$ cat config.mk
export PLATFORM = sky130hd
export DESIGN_NAME = assisted_parallel_port
export DESIGN_NICKNAME = d
export VERILOG_FILES = /design/src/design/pport_pkg.sv /design/src/design/assisted_parallel_port.sv
export SDC_FILE = /design/constraint.sdc
export NUM_CORES = 1
export LEC_CHECK = 0
export BUFFER_PORTS_ARGS = -buffer_cell sky130_fd_sc_hd__buf_2
export CELL_PAD_IN_SITES_DETAIL_PLACEMENT = 0
export CELL_PAD_IN_SITES_GLOBAL_PLACEMENT = 1
export CORE_MARGIN = 4
export CORE_UTILIZATION = 32
export CTS_CLUSTER_DIAMETER = 30
export DETAILED_ROUTE_END_ITERATION = 16
export GPL_ROUTABILITY_DRIVEN = 0
export PLACE_DENSITY = 0.86
export SLEW_MARGIN = 25
export SYNTH_ARGS = -nofsm -noshare
export SYNTH_HDL_FRONTEND = slang
export SYNTH_SLANG_ARGS = --single-unit
$ cat constraint.sdc
create_clock -name clk -period 1.2 [get_ports clk]
set_input_delay 0.12 -clock clk [delete_from_list [all_inputs] [get_ports clk]]
set_output_delay 0.12 -clock clk [all_outputs]
set_load 0.005 [all_outputs]
$ cat src/design/pport_pkg.sv
// Package for the assisted parallel port block: register map, fields,
// reset values. Assumes a 32-bit Avalon-MM slave with byte offsets.
package pport_pkg;
  // Byte offsets of the slave's registers
  localparam logic [3:0] OFF_CONFIG = 4'h0;
  localparam logic [3:0] OFF_DATA0 = 4'h4;
  localparam logic [3:0] OFF_DATA1 = 4'h8;
  localparam logic [3:0] OFF_DATA2 = 4'hC;
  localparam logic [3:0] OFF_IRQ_STATUS = 4'h0;
  localparam logic [3:0] OFF_IRQ_MASK = 4'h4;
  // Byte address bit selecting the interrupt page
  localparam int ADDR_PAGE_BIT = 4;
  // Config register fields
  localparam int CFG_WIDTH_LSB = 0;
  localparam int CFG_VALID_FLAG = 2;
  localparam int CFG_VACANT_FLAG = 3;
  localparam int CFG_VALID_POL = 4;
  localparam int CFG_VACANT_POL = 5;
  localparam int CFG_ENABLE = 6;
  localparam logic [1:0] WIDTH_RESET = 2'h0;
  // Interrupt status fields
  localparam int IRQ_READ_DONE = 0;
  localparam int IRQ_WRITE_DONE = 1;
  localparam int IRQ_BITS = 2;
  // Width codes
  localparam logic [1:0] WIDTH_8 = 2'h0;
  localparam logic [1:0] WIDTH_16 = 2'h1;
  localparam logic [1:0] WIDTH_24 = 2'h2;
  localparam logic [31:0] UNMAPPED_READ = 32'h0000_0000;
endpackage

$ cat src/design/assisted_parallel_port.sv
// Assisted parallel port: 8/16/24-bit word transfer to an external host.
// Assumes host pins are synchronous to clk; slave answers in one wait.
// Function
// - Transfer width one, two or three bytes, chosen by config bits 1:0.
// - When enabled, handshake outputs push-pull and inputs plain.
// - Latch-vacant output tells host the input latches accept data.
// - Output-word-valid pin tells host output data is waiting.
// - Host strobe, active low, latches incoming data from the pins.
// - Host output enable, active low, puts latched data on pins.
// - Strobe and output enable act only while chip select is low.
// - Valid flag set by firmware write of data0, cleared by output enable.
// - Vacant flag set by firmware read of data0, cleared by strobe.
// - Bit 4 picks valid polarity; flag and pin read opposite.
// - Bit 5 picks vacant polarity; flag and pin read opposite.
// - Host read: output enable and chip select low drive the word.
// - Output enable returning high after a read raises the interrupt.
// - Host write: strobe with chip select fills latches, clears vacant.
// - Strobe returning high after a write raises the interrupt.
// - For wide words only data0 access moves the handshake.
//
// The Avalon-MM interface to the registers and the placing of the registers were chosen for this implementation.
`timescale 1ns/100ps
`default_nettype none
module assisted_parallel_port #(
  parameter int WORD_BYTES = 3
) (
  // Clock and reset
  input wire logic clk,
  input wire logic rst_n,
  // Avalon-MM slave
  input wire logic [4:0] avs_address,
  input wire logic avs_read,
  input wire logic avs_write,
  input wire logic [31:0] avs_writedata,
  input wire logic [3:0] avs_byteenable,
  output logic [31:0] avs_readdata,
  output logic avs_waitrequest,
  // Interrupt
  output logic irq,
  // Host handshake pins
  input wire logic input_strobe_n,
  input wire logic output_enable_n,
  input wire logic chip_select_n,
  output logic latch_vacant_out,
  output logic out_word_valid_pin,
  output logic handshake_oe_n,
  // Data pins, two-way, enable low while driving
  input wire logic [WORD_BYTES*8-1:0] data_in,
  output logic [WORD_BYTES*8-1:0] data_out,
  output logic [WORD_BYTES*8-1:0] data_oe_n
);
  localparam int DW = WORD_BYTES * 8;

  logic [1:0] width_q;
  logic valid_pol_q;
  logic vacant_pol_q;
  logic enable_q;
  logic valid_q;
  logic vacant_q;
  logic [DW-1:0] out_word_q;
  logic [DW-1:0] in_word_q;
  logic [pport_pkg::IRQ_BITS-1:0] irq_status_q;
  logic [pport_pkg::IRQ_BITS-1:0] irq_mask_q;
  logic strobe_act_q;
  logic oe_act_q;
  logic ack_q;
  logic [31:0] rdata_q;
  logic [31:0] rdata_d;
  logic [DW-1:0] lane_mask;
  logic [DW-1:0] drive_q;

  logic strobe_act;
  logic oe_act;
  logic req;
  logic take;
  logic page;
  logic [3:0] off;
  logic wr_data0;
  logic rd_data0;
  logic wr_cfg;
  logic wr_port;
  logic wr_irq;
  logic wr_status;
  logic wr_mask;
  logic rd_fetch;
  logic [pport_pkg::IRQ_BITS-1:0] irq_event;

  // Gated by chip select and by the port enable
  assign strobe_act = enable_q && !chip_select_n && !input_strobe_n;
  assign oe_act = enable_q && !chip_select_n && !output_enable_n;

  // One wait state: the access completes on the cycle after ack_q sets
  assign req = avs_read || avs_write;
  assign take = req && ack_q;
  assign avs_waitrequest = req && !ack_q;
  localparam int ADDR_PAGE_IDX = pport_pkg::ADDR_PAGE_BIT;
  assign page = avs_address[ADDR_PAGE_IDX];
  assign off = {avs_address[3:2], 2'h0};
  // Write decodes, each one cycle wide on the taking edge
  assign wr_port = take && avs_write && !page;
  assign wr_irq = take && avs_write && page;
  assign wr_status = wr_irq && off == pport_pkg::OFF_IRQ_STATUS;
  assign wr_mask = wr_irq && off == pport_pkg::OFF_IRQ_MASK;
  // Read word is fetched in the wait cycle, before the taking edge
  assign rd_fetch = avs_read && !ack_q;
  // Only data0 moves the handshake, so it must be touched last
  assign wr_data0 = take && avs_write && !page &&
                    off == pport_pkg::OFF_DATA0;
  assign rd_data0 = take && avs_read && !page &&
                    off == pport_pkg::OFF_DATA0;
  assign wr_cfg = take && avs_write && !page &&
                  off == pport_pkg::OFF_CONFIG && avs_byteenable[0];

  always_ff @(posedge clk) begin
    if (!rst_n) begin
      ack_q <= 1'b0;
    end else begin
      ack_q <= req && !ack_q;
    end
  end

  // Width picks which byte lanes take part
  always_comb begin
    lane_mask = '0;
    for (int i = 0; i < WORD_BYTES; i++) begin
      if (i == 0 || (i == 1 && width_q != pport_pkg::WIDTH_8) ||
          (i == 2 && width_q == pport_pkg::WIDTH_24)) begin
        lane_mask[i*8 +: 8] = 8'hFF;
      end
    end
  end

  // Flag bits 2 and 3 are read-only, so a config write skips them
  always_ff @(posedge clk) begin
    if (!rst_n) begin
      width_q <= pport_pkg::WIDTH_RESET;
    end else if (wr_cfg) begin
      width_q <= avs_writedata[pport_pkg::CFG_WIDTH_LSB +: 2];
    end
  end

  always_ff @(posedge clk) begin
    if (!rst_n) begin
      valid_pol_q <= 1'b0;
    end else if (wr_cfg) begin
      valid_pol_q <= avs_writedata[pport_pkg::CFG_VALID_POL];
    end
  end

  always_ff @(posedge clk) begin
    if (!rst_n) begin
      vacant_pol_q <= 1'b0;
    end else if (wr_cfg) begin
      vacant_pol_q <= avs_writedata[pport_pkg::CFG_VACANT_POL];
    end
  end

  // Port stays idle after reset until firmware turns it on
  always_ff @(posedge clk) begin
    if (!rst_n) begin
      enable_q <= 1'b0;
    end else if (wr_cfg) begin
      enable_q <= avs_writedata[pport_pkg::CFG_ENABLE];
    end
  end

  // Output latches, one byte per data register
  genvar g;
  generate
    for (g = 0; g < WORD_BYTES; g++) begin : g_lane
      always_ff @(posedge clk) begin
        if (!rst_n) begin
          out_word_q[g*8 +: 8] <= 8'h00;
        end else if (wr_port && avs_byteenable[0] &&
                     off == 4'(4 * (g + 1))) begin
          out_word_q[g*8 +: 8] <= avs_writedata[7:0];
        end
      end
    end
  endgenerate

  // Input latches follow the pins while strobe is active
  always_ff @(posedge clk) begin
    if (!rst_n) begin
      in_word_q <= '0;
    end else if (strobe_act) begin
      in_word_q <= data_in & lane_mask;
    end
  end

  // Valid: set by data0 write, held until output enable
  always_ff @(posedge clk) begin
    if (!rst_n) begin
      valid_q <= 1'b0;
    end else if (wr_data0) begin
      valid_q <= 1'b1;
    end else if (oe_act) begin
      valid_q <= 1'b0;
    end
  end

  // Vacant: set by data0 read, held until strobe
  always_ff @(posedge clk) begin
    if (!rst_n) begin
      vacant_q <= 1'b0;
    end else if (rd_data0) begin
      vacant_q <= 1'b1;
    end else if (strobe_act) begin
      vacant_q <= 1'b0;
    end
  end

  // Pins active high at polarity 0, low at 1
  assign out_word_valid_pin = valid_q ^ valid_pol_q;
  assign latch_vacant_out = vacant_q ^ vacant_pol_q;
  // Push-pull outputs while enabled; else left to the GPIO logic
  assign handshake_oe_n = !enable_q;

  // Drive only while output enable and chip select both low
  always_ff @(posedge clk) begin
    if (!rst_n) begin
      oe_act_q <= 1'b0;
      strobe_act_q <= 1'b0;
      drive_q <= '0;
      data_out <= '0;
    end else begin
      oe_act_q <= oe_act;
      strobe_act_q <= strobe_act;
      drive_q <= oe_act ? lane_mask : '0;
      data_out <= out_word_q & lane_mask;
    end
  end
  assign data_oe_n = ~drive_q;

  // Trailing edges of output enable and strobe
  always_comb begin
    irq_event = '0;
    irq_event[pport_pkg::IRQ_READ_DONE] = oe_act_q && !oe_act;
    irq_event[pport_pkg::IRQ_WRITE_DONE] = strobe_act_q && !strobe_act;
  end

  // Sticky status, write one to clear; an event outranks a same-cycle
  // clear so that no completion is lost to a late acknowledge
  generate
    for (g = 0; g < pport_pkg::IRQ_BITS; g++) begin : g_irq
      always_ff @(posedge clk) begin
        if (!rst_n) begin
          irq_status_q[g] <= 1'b0;
        end else if (irq_event[g]) begin
          irq_status_q[g] <= 1'b1;
        end else if (wr_status && avs_writedata[g]) begin
          irq_status_q[g] <= 1'b0;
        end
      end
    end
  endgenerate

  always_ff @(posedge clk) begin
    if (!rst_n) begin
      irq_mask_q <= '0;
    end else if (wr_mask) begin
      irq_mask_q <= avs_writedata[pport_pkg::IRQ_BITS-1:0];
    end
  end
  assign irq = |(irq_status_q & irq_mask_q);

  // Read mux; flags read as the inverse of their pins
  always_comb begin
    rdata_d = pport_pkg::UNMAPPED_READ;
    if (!page) begin
      unique case (off)
        pport_pkg::OFF_CONFIG: begin
          rdata_d[pport_pkg::CFG_WIDTH_LSB +: 2] = width_q;
          rdata_d[pport_pkg::CFG_VALID_FLAG] = !(valid_q ^ valid_pol_q);
          rdata_d[pport_pkg::CFG_VACANT_FLAG] =
            !(vacant_q ^ vacant_pol_q);
          rdata_d[pport_pkg::CFG_VALID_POL] = valid_pol_q;
          rdata_d[pport_pkg::CFG_VACANT_POL] = vacant_pol_q;
          rdata_d[pport_pkg::CFG_ENABLE] = enable_q;
        end
        pport_pkg::OFF_DATA0: begin
          rdata_d[7:0] = in_word_q[7:0];
        end
        pport_pkg::OFF_DATA1: begin
          rdata_d[7:0] = 8'(in_word_q >> 8);
        end
        pport_pkg::OFF_DATA2: begin
          rdata_d[7:0] = 8'(in_word_q >> 16);
        end
        default: begin
          rdata_d = pport_pkg::UNMAPPED_READ;
        end
      endcase
    end else if (off == pport_pkg::OFF_IRQ_STATUS) begin
      rdata_d[pport_pkg::IRQ_BITS-1:0] = irq_status_q;
    end else if (off == pport_pkg::OFF_IRQ_MASK) begin
      rdata_d[pport_pkg::IRQ_BITS-1:0] = irq_mask_q;
    end
  end

  // Loaded in the wait cycle so the word stands at the taking edge
  always_ff @(posedge clk) begin
    if (!rst_n) begin
      rdata_q <= 32'h0000_0000;
    end else if (rd_fetch) begin
      rdata_q <= rdata_d;
    end
  end
  assign avs_readdata = rdata_q;
endmodule
`default_nettype wire

==> results by stage, run 1 <==
Power and ir drop:
- The analysis attributes to cell leakage a power of 2.26 nW.
- Of the total power, the clock network draws 0.463.
- The net switching share of the total power is 0.227.
- The internal portion of the total power is between 5 and 6 mW.
- The overall power is 6.90 mW.
- For this design the ratio of total power to cell area is 1270 nW/um^2.
- The maximum ir drop on the vdd rail is 0.000698 V.
- Of the total power, combinational logic draws 0.072.
- The net switching power figure is 1.56 mW.
- The sequential cell fraction of total power is 0.465.

Setup path:
- The count of cells along the worst register-to-register path is 5.
- The slowest cell on the critical path is dfxtp_2.
- The type of the worst setup path is flip-flop to flip-flop.
- The critical path ends at in_word_q[13].
- The largest fanout on the critical path is 16.
- Counting both buffers and inverters, the worst setup path holds a total of 2.
- The worst register-to-register path ends at in_word_q[13].
- For the worst setup path, the data arrival time is ~1.5 ns.
- The worst stage delay on the critical path is 0.36 ns.
- On the critical path the largest part of the delay comes from flip-flops.
- The critical path capture point type is a flip-flop.
- STA classifies the critical path startpoint as a flip-flop.
- The startpoint identified for the worst register-to-register timing path is enable_q.
- The data required time at the worst endpoint is 1.43 ns.
- The cell depth of the worst setup path is 5.
- The signal on the critical path passes through nor3b_4 -> buf_6 -> nor2_4 -> buf_12 -> a22o_1.
- The most critical setup path has its startpoint at enable_q.
- The register-to-register setup slack is -0.09 ns.

Timing:
- The worst-case headroom to the max-slew limit is 0.606.
- The hold violation count in the final report came to 0.
- The transition at the pin with the smallest max-transition slack is 0.590 ns.
- Setup repair after global routing could not meet its margin everywhere.
- The final setup violation count is 33.
- The top achievable clock speed is 776 MHz.
- The setup slack after layout is -0.0880 ns.
- The clock skew is ~0.0064 ns.
- The minimum period implied by the final worst setup slack is around 1.3 ns.
- Dividing the final minimum period by the clock period gives 1.07.
- The sum of negative setup slack is -1.50 ns.
- The final number of max-transition violations came to 0.

Status:
- The checks that failed: negative setup slack.
- The flow ran to the end, but the final reports show violations.

Floorplanning:
- The number of ports placed on the die boundary is 157.
- Measured along the y axis, the die boundary spans roughly 120 um.
- The area of the core is 12100 um^2.
- The initial utilization of the core area, before any placement, comes to 0.327.
- The die covers 14200 um^2.
- The count of standard-cell rows is 40.
- The die outline width is about 120 um.

CTS:
- The number of buffers created by CTS is 9.
- The CTS tree is done.
- The count of clock tree sinks is 96.
- The clock passes through at most 2 buffers.
- The depth of the CTS H-tree is 3.
- Clock latency on the worst-skew pair, taken at its later pin, is 0.34 ns.
- The clock-pin slew on the worst setup and hold paths is 0.07 ns.
- Clock tree synthesis selected as its root buffer the cell clkbuf_16.

GRT:
- The initial antenna violation count is 0.
- Entering global routing, the biggest net connects 39 pins.
- The first global-routing pass estimated 15700 um of wire.
- The via count of the first global-routing pass came to 3100.
- Across every metal layer, demand over resource in global routing totals 0.139.
- The total grt overflow is 0.

Route:
- The detail-routed via count per cell is 4.55.
- In this run, the number of DRC markers left after iteration 0 of detailed routing was 169.
- For this run, design rule violations remaining after detail routing come to 0.
- The count of nets left with antenna violations once routing finished came out at 0.
- The average wire length per cell after detail routing is 14.5 um.
- The count of vias placed by the detailed router is 3182.
- The sum of routed wire length over all layers is just over 10000 um.
- The number of optimization iterations in the first detailed-route pass is 4.

Final layout:
- The multi-input combinational cells in the finished layout cover a total of 1840 um^2.
- The layout filler cell count is 1111.
- The repair_antennas step left the layout with diodes totalling 0.
- The utilization of the core after routing is 0.451.
- The post-synthesis to final-layout area growth is 37.7%.
- After routing the design area is 5440 um^2.
- The share of cells above drive strength 1 is 0.419.
- The total number of nets in the final design is around 600.
- Across the whole layout, storage elements account for 1930 um^2.

Synthesis:
- For this run, asynchronously set or reset flops after synthesis account for 0.
- The synthesized flop and latch total is 96.
- Among all flip-flop cells after synthesis, the most frequent one is dfxtp_1.
- Of the total synthesized cell area, the portion taken by XOR and XNOR cells is 0.00444.
- The number of enable flip-flop cells after synthesis is 0.
- By area, the combinational part of the netlist is dominated by simple AND/OR/NAND/NOR gates.
- The post-synthesis share of cell area spent on and, or, nand and nor gates is 0.167.
- The post-synthesis instance total is 403.
- The adder and majority gate portion of the synthesized area is 0.
- The number of warnings issued by yosys is 0.
- Measured against the total synthesized area, the mux share comes to 0.0773.
- Averaged over all synthesized cells, the footprint is 9.80 um^2.
- The combined area of all synthesized cells is 3950 um^2.
- The post-synthesis compound-gate area fraction is 0.138.
- After synthesis, the netlist uses a little over 40 different library cells.
- For this run, the register share of the synthesized area comes to 0.487.

Placed design:
- The placed cell area is about 4600 um^2.
- The number of port buffers is 103.
- At the placement stage, the worst setup path has a slack of -0.155 ns.
- The HPWL after detailed placement is 7190 um.

Flow run:
- The max-cap violation count is 0.

Worst hold path:
- The path class of the tightest hold or removal check is input port to flip-flop.
-- cell usage in the layout (no fill, tap or decap), types with 3 or more instances in the layout --
cell,synthesis,final
a21oi_1,32,21
a21oi_2,0,11
a22o_1,17,17
a22oi_2,0,3
a32o_1,6,6
and2_1,18,17
and3_1,9,9
buf_12,0,5
buf_2,7,102
buf_4,51,28
buf_6,1,7
clkbuf_16,0,10
conb_1,1,24
dfxtp_1,96,88
dfxtp_2,0,7
dlygate4sd3_1,0,16
inv_1,7,6
mux2i_1,17,16
mux4_2,5,5
nand2_1,43,42
nand3_1,16,5
nand3_2,0,5
nand3_4,0,6
nor2_1,9,6
nor2b_1,4,4
o21ai_0,22,21
-- worst register-to-register path: cells and delay by family (launching register included) --
family / cells / cell delay (ns)
buf+inv: 2 / 0.30
simple gates: 2 / 0.30
compound gates: 1 / 0.22
flops: 1 / 0.36
-- routing by layer --
layer / global-route usage / up-vias / share of wire
met3: 0.0475 / 11 / 0.068
met1: 0.171 / 1478 / 0.42
met5: 0 / - / 0
met2: 0.234 / 115 / 0.50
li1: - / 1578 / -
met4: 0.0326 / 0 / 0.013
-- worst min path at each step --
stage | cells past startpoint | start | end | slack [ns]
after floorplan | 1 | data_in[13] | in_word_q[13] | 0.24
after global placement | 2 | data_in[22] | in_word_q[22] | 0.33
after detailed placement | 2 | data_in[16] | in_word_q[16] | 0.33
after CTS | 2 | data_in[13] | in_word_q[13] | 0.001
after global routing | 3 | data_in[5] | in_word_q[5] | 0.009
final | 2 | data_in[13] | in_word_q[13] | 0.01
-- area by class of cell --
| cell class | count | area share |
|---|---|---|
| multi-input combinational | 253 | 0.339 |
| sequential | 96 | 0.356 |
| inverter | 8 | 0.00552 |
| tap | 168 | 0.0387 |
| clock inverter | 6 | 0.0179 |
| timing repair buffer | 159 | 0.199 |
| clock buffer | 10 | 0.0439 |
-- power by group through the flow --
| stage | clock (mW) | combinational, mW | sequential (mW) |
|---|---|---|---|
| 2_1_floorplan | 0 | 0.247 | 3.28 |
| 3_3_place_gp | 0 | 0.374 | 3.28 |
| 3_5_place_dp | 0 | 0.382 | 3.28 |
| 4_1_cts | 3.26 | 0.444 | 3.21 |
| 5_1_grt | 3.41 | 0.540 | 3.21 |
| 6_report | 3.20 | 0.495 | 3.21 |
-- what timing repair did --
action	CTS	global route
gates resized for setup	20	48
hold endpoints to repair	16	0
pin swaps	11	27
gates cloned	0	1
hold buffers	16	0
buffers inserted	6	8
endpoints found under the setup margin	56	67
-- through the flow --
step | hold WS (ns) | cells
4_1_cts | 0.00132 | 698
6_report | 0.0118 | 700
3_3_place_gp | 0.330 | 660
2_1_floorplan | 0.241 | 426
5_1_grt | 0.00896 | 700
3_5_place_dp | 0.334 | 660
-- kinds of logic (layout without fill, tap and decap cells) --
group	after synthesis	count (layout)
XOR/XNOR	2	2
other	1	24
flip-flops	96	96
buffers and inverters	77	183
multiplexers	24	24
AND/OR/NAND/NOR	118	118
AO/OA/AOI/OAI	85	85
-- registers in the layout, summed over array words and instances (netlist names), 2 cells and up --
signal and cells:
avs_readdata 8, data_out 24, drive_q 3, in_word_q 24, irq_mask_q 2, irq_status_q 2, out_word_q 24, width_q 2
-- synthesized netlist by cell type, types with 3 or more instances --
master | instances | area share
a32o_1 | 6 | 0.015
a21oi_1 | 32 | 0.041
clkbuf_1 | 8 | 0.0076
nand3_1 | 16 | 0.020
and2_1 | 18 | 0.029
buf_2 | 7 | 0.0089
mux2i_1 | 17 | 0.043
o21ai_0 | 22 | 0.028
dfxtp_1 | 96 | 0.49
a22o_1 | 17 | 0.038
nor2_1 | 9 | 0.0086
nand2b_1 | 3 | 0.0048
buf_4 | 51 | 0.097
inv_1 | 7 | 0.0067
nand2_1 | 43 | 0.041
a22oi_1 | 3 | 0.0057
nor2b_1 | 4 | 0.0063
mux4_2 | 5 | 0.029
and3_1 | 9 | 0.014
Power figures use the tool's default switching activity.
==> run 2, diff against run 1 <==
--- a/config.mk
+++ b/config.mk
@@ -14,6 +14,7 @@
 export DETAILED_ROUTE_END_ITERATION = 16
 export GPL_ROUTABILITY_DRIVEN = 0
 export PLACE_DENSITY = 0.86
+export SETUP_SLACK_MARGIN = 0.5
 export SLEW_MARGIN = 25
 export SYNTH_ARGS = -nofsm -noshare
 export SYNTH_HDL_FRONTEND = slang
==> run 2 against run 1 <==
Compared with the run above: the flow finishes with violations (negative hold slack, negative setup slack); register-to-register slack is essentially flat; first-iteration DRC count grew 25%; power shrank 4.0%; setup slack lost 0.0033 ns; sequential share of layout area shrank 1.7 points; utilization grew 3.3 points; clock skew shrank 0.0015 ns.
==> results by stage, run 2 (same netlist as run 1, synthesis figures left out) <==
Status:
- The flow ran to the end, but the final reports show violations.
- The checks that failed: negative hold slack, negative setup slack.

CTS:
- The hold buffer count at cts is 5 (-11).
- The number of buffers created by CTS is 9 (unchanged).
- The count of clock tree sinks is 96 (unchanged).
- The clock latency on the worst-skew pair is 0.34 ns (about the same).
- The worst-case clock buffer depth came to 2 (unchanged).
- CTS placed an instance of clkbuf_16 at the clock tree root.
- TritonCTS built the clock tree.
- The clock-pin slew on the worst setup and hold paths came to 0.07 ns (about the same).
- The depth of the CTS H-tree is 3 (unchanged).

Final layout:
- The number of standard cells in the layout, taps in and fillers out is 696 (-0.57%).
- The share of cells above drive strength 1 came to 0.539 (+0.120).
- The largest registers in the layout are data_out (24), in_word_q (24), out_word_q (24).
- In the layout the commonest cells are buf_2 (73), dfxtp_1 (66), buf_6 (51), nand2_1 (41), conb_1 (24).
- The most common cell after layout, fill and taps aside is buf_2.
- The post-synthesis to final-layout area growth is 47.9%.
- The total number of nets in the final design is 595 (-0.67%).

Placed design:
- The number of port buffers came to 103 (unchanged).
- The total placed cells including tap cells came to 658 (-0.30%).
- The total half-perimeter wirelength after legalization and detailed placement is 7210 um (+0.28%).

Setup path:
- The type of the worst setup path is flip-flop to flip-flop.
- The worst stage delay on the critical path is 0.42 ns (+0.06 ns).
- The largest delay contributor family on the critical path is simple AND/OR/NAND/NOR gates.
- The combined buffer and inverter count along the critical path was 1 (-1).
- The worst setup path is captured at a flip-flop.
- The arrival time at the worst endpoint was 1.51 ns (about the same).
- The data required time at the worst endpoint is 1.42 ns (about the same).
- The slowest cell on the critical path is or3b_4.
- The largest fanout on the critical path is 11 (-5).
- Traced cell by cell, the critical path runs through or3b_4 -> buf_8 -> a32oi_1 -> nor2_1.
- The startpoint class of the critical path is a flip-flop.

Route:
- The detail-routed via count per cell came to 4.69 (+3.3%).
- The violation count after the first detailed-routing iteration was 211 (+25%).
- The number of optimization iterations in the first detailed-route pass is 4 (unchanged).
- The average wire length per cell after detail routing is 15.6 um (+7.1%).
- The count of vias placed by the detailed router is 3267 (+2.7%).
- The remaining antenna violation count is 0 (unchanged).
- The count of unresolved DRC violations after routing is 0 (unchanged).
- The sum of routed wire length over all layers was 10800 um (+6.5%).

Timing:
- The final setup violation count is 22 (-33%).
- The setup slack after layout is -0.0914 ns (-0.00335 ns).
- The worst hold slack across all endpoints is -0.0141 ns (-0.0259 ns).
- The top achievable clock speed came to 774 MHz (-0.26%).
- The minimum period implied by the final worst setup slack is 1.29 ns (+0.00335 ns).
- The clock skew is 0.00485 ns (-0.00155 ns).
- The final number of max-transition violations came to 0 (unchanged).
- The period utilization is 1.08 (+0.00279).
- The hold violation count in the final report is 6 (+6).
- Setup repair after global routing could not meet its margin everywhere.

Power and ir drop:
- The net switching power figure is 1.53 mW (-2.0%).
- The clock power share came to 0.437 (-0.026).
- The cell-internal power is 5.09 mW (-4.6%).
- The maximum ir drop on the vdd rail is 0.000650 V (-6.9%).
- The power density over cell area is 1130 nW/um^2 (-11%).
- The sequential cell fraction of total power is 0.484 (+0.019).
- The static leakage is 2.36 nW (+4.7%).
- The net switching share of the total power is 0.231 (+0.00458).
- The combinational fraction of design power is 0.079 (+0.007).
- The overall power is 6.63 mW (-4.0%).

GRT:
- The via count of the first global-routing pass came to 3141 (+1.3%).
- The largest net degree at the start of global routing is 41 (+5.1%).
- The global-route wire length before repair was 16100 um (+2.5%).
- The total grt overflow came to 0 (unchanged).
- The initial antenna violation count was 0 (unchanged).
- The aggregate global-route resource usage is 0.142 (+0.00324).

Floorplanning:
- The area of the core is 12100 um^2 (unchanged).
- The area of the die came to 14200 um^2 (unchanged).
- The die outline width is 119 um (unchanged).
- The number of ports placed on the die boundary is 157 (unchanged).
- The count of standard-cell rows is 40 (unchanged).
- The height of the chip came to 119 um (unchanged).
- The effective utilization at floorplan was 0.327 (unchanged).

Flow run:
- The max-cap violation count is 0 (unchanged).

Worst hold path:
- The class of the tightest hold or removal check is input port to flip-flop.
[run 2: routing by layer]
layer	wire length (um)	up-vias	global-route usage
met5	0	-	0
met4	94	0	0.0413
met2	5520	133	0.239
met1	4350	1552	0.176
met3	857	8	0.0408
li1	-	1574	-
[run 2: what timing repair did]
item                                   4_1_cts  5_1_grt
pin swaps                                   16       29
buffers inserted                            14        0
setup endpoints to repair                  149      149
endpoints found under the hold margin       13        3
gates cloned                                 2        1
resized for setup                           94       82
[run 2: area by class of cell]
class                      count  area (um^2)
sequential                    96         1980
multi-input combinational    253         2020
fill                        1089         6220
inverter                       8         47.5
clock buffer                  10          239
tap                          168          210
timing repair buffer         155         1280
clock inverter                 5         66.3
antenna                        1         2.50
[run 2: path summary, 6_finish.rpt]
kind | end | from | slack (ns) | cells past startpoint
worst max-delay path | vacant_q | enable_q | -0.09 | 4
worst min-delay path | in_word_q[12] | data_in[12] | -0.01 | 2
worst max register to register | vacant_q | enable_q | -0.09 | 4
worst min register to register | irq_status_q[1] | strobe_act_q | 0.44 | 2
[run 2: metrics by stage]
| stage | TNS, ns | worst slack (ns) | cell area (um^2) | utilization |
|---|---|---|---|---|
| after CTS | -0.990 | -0.0794 | 5510 | 0.457 |
| after floorplan | -0.494 | -0.0396 | 4210 | - |
| after detailed placement | -2.82 | -0.131 | 4680 | 0.388 |
| final | -1.13 | -0.0914 | 5840 | 0.484 |
| after global routing | -4.03 | -0.163 | 5840 | 0.484 |
| after global placement | -1.47 | -0.0896 | 4680 | 0.388 |
[run 2: power groups by stage]
stage | combinational, mW | clock [mW] | sequential [mW]
2_1_floorplan | 0.270 | 0 | 3.28
3_3_place_gp | 0.394 | 0 | 3.29
3_5_place_dp | 0.401 | 0 | 3.29
4_1_cts | 0.467 | 2.94 | 3.21
5_1_grt | 0.559 | 3.07 | 3.21
6_report | 0.523 | 2.90 | 3.21
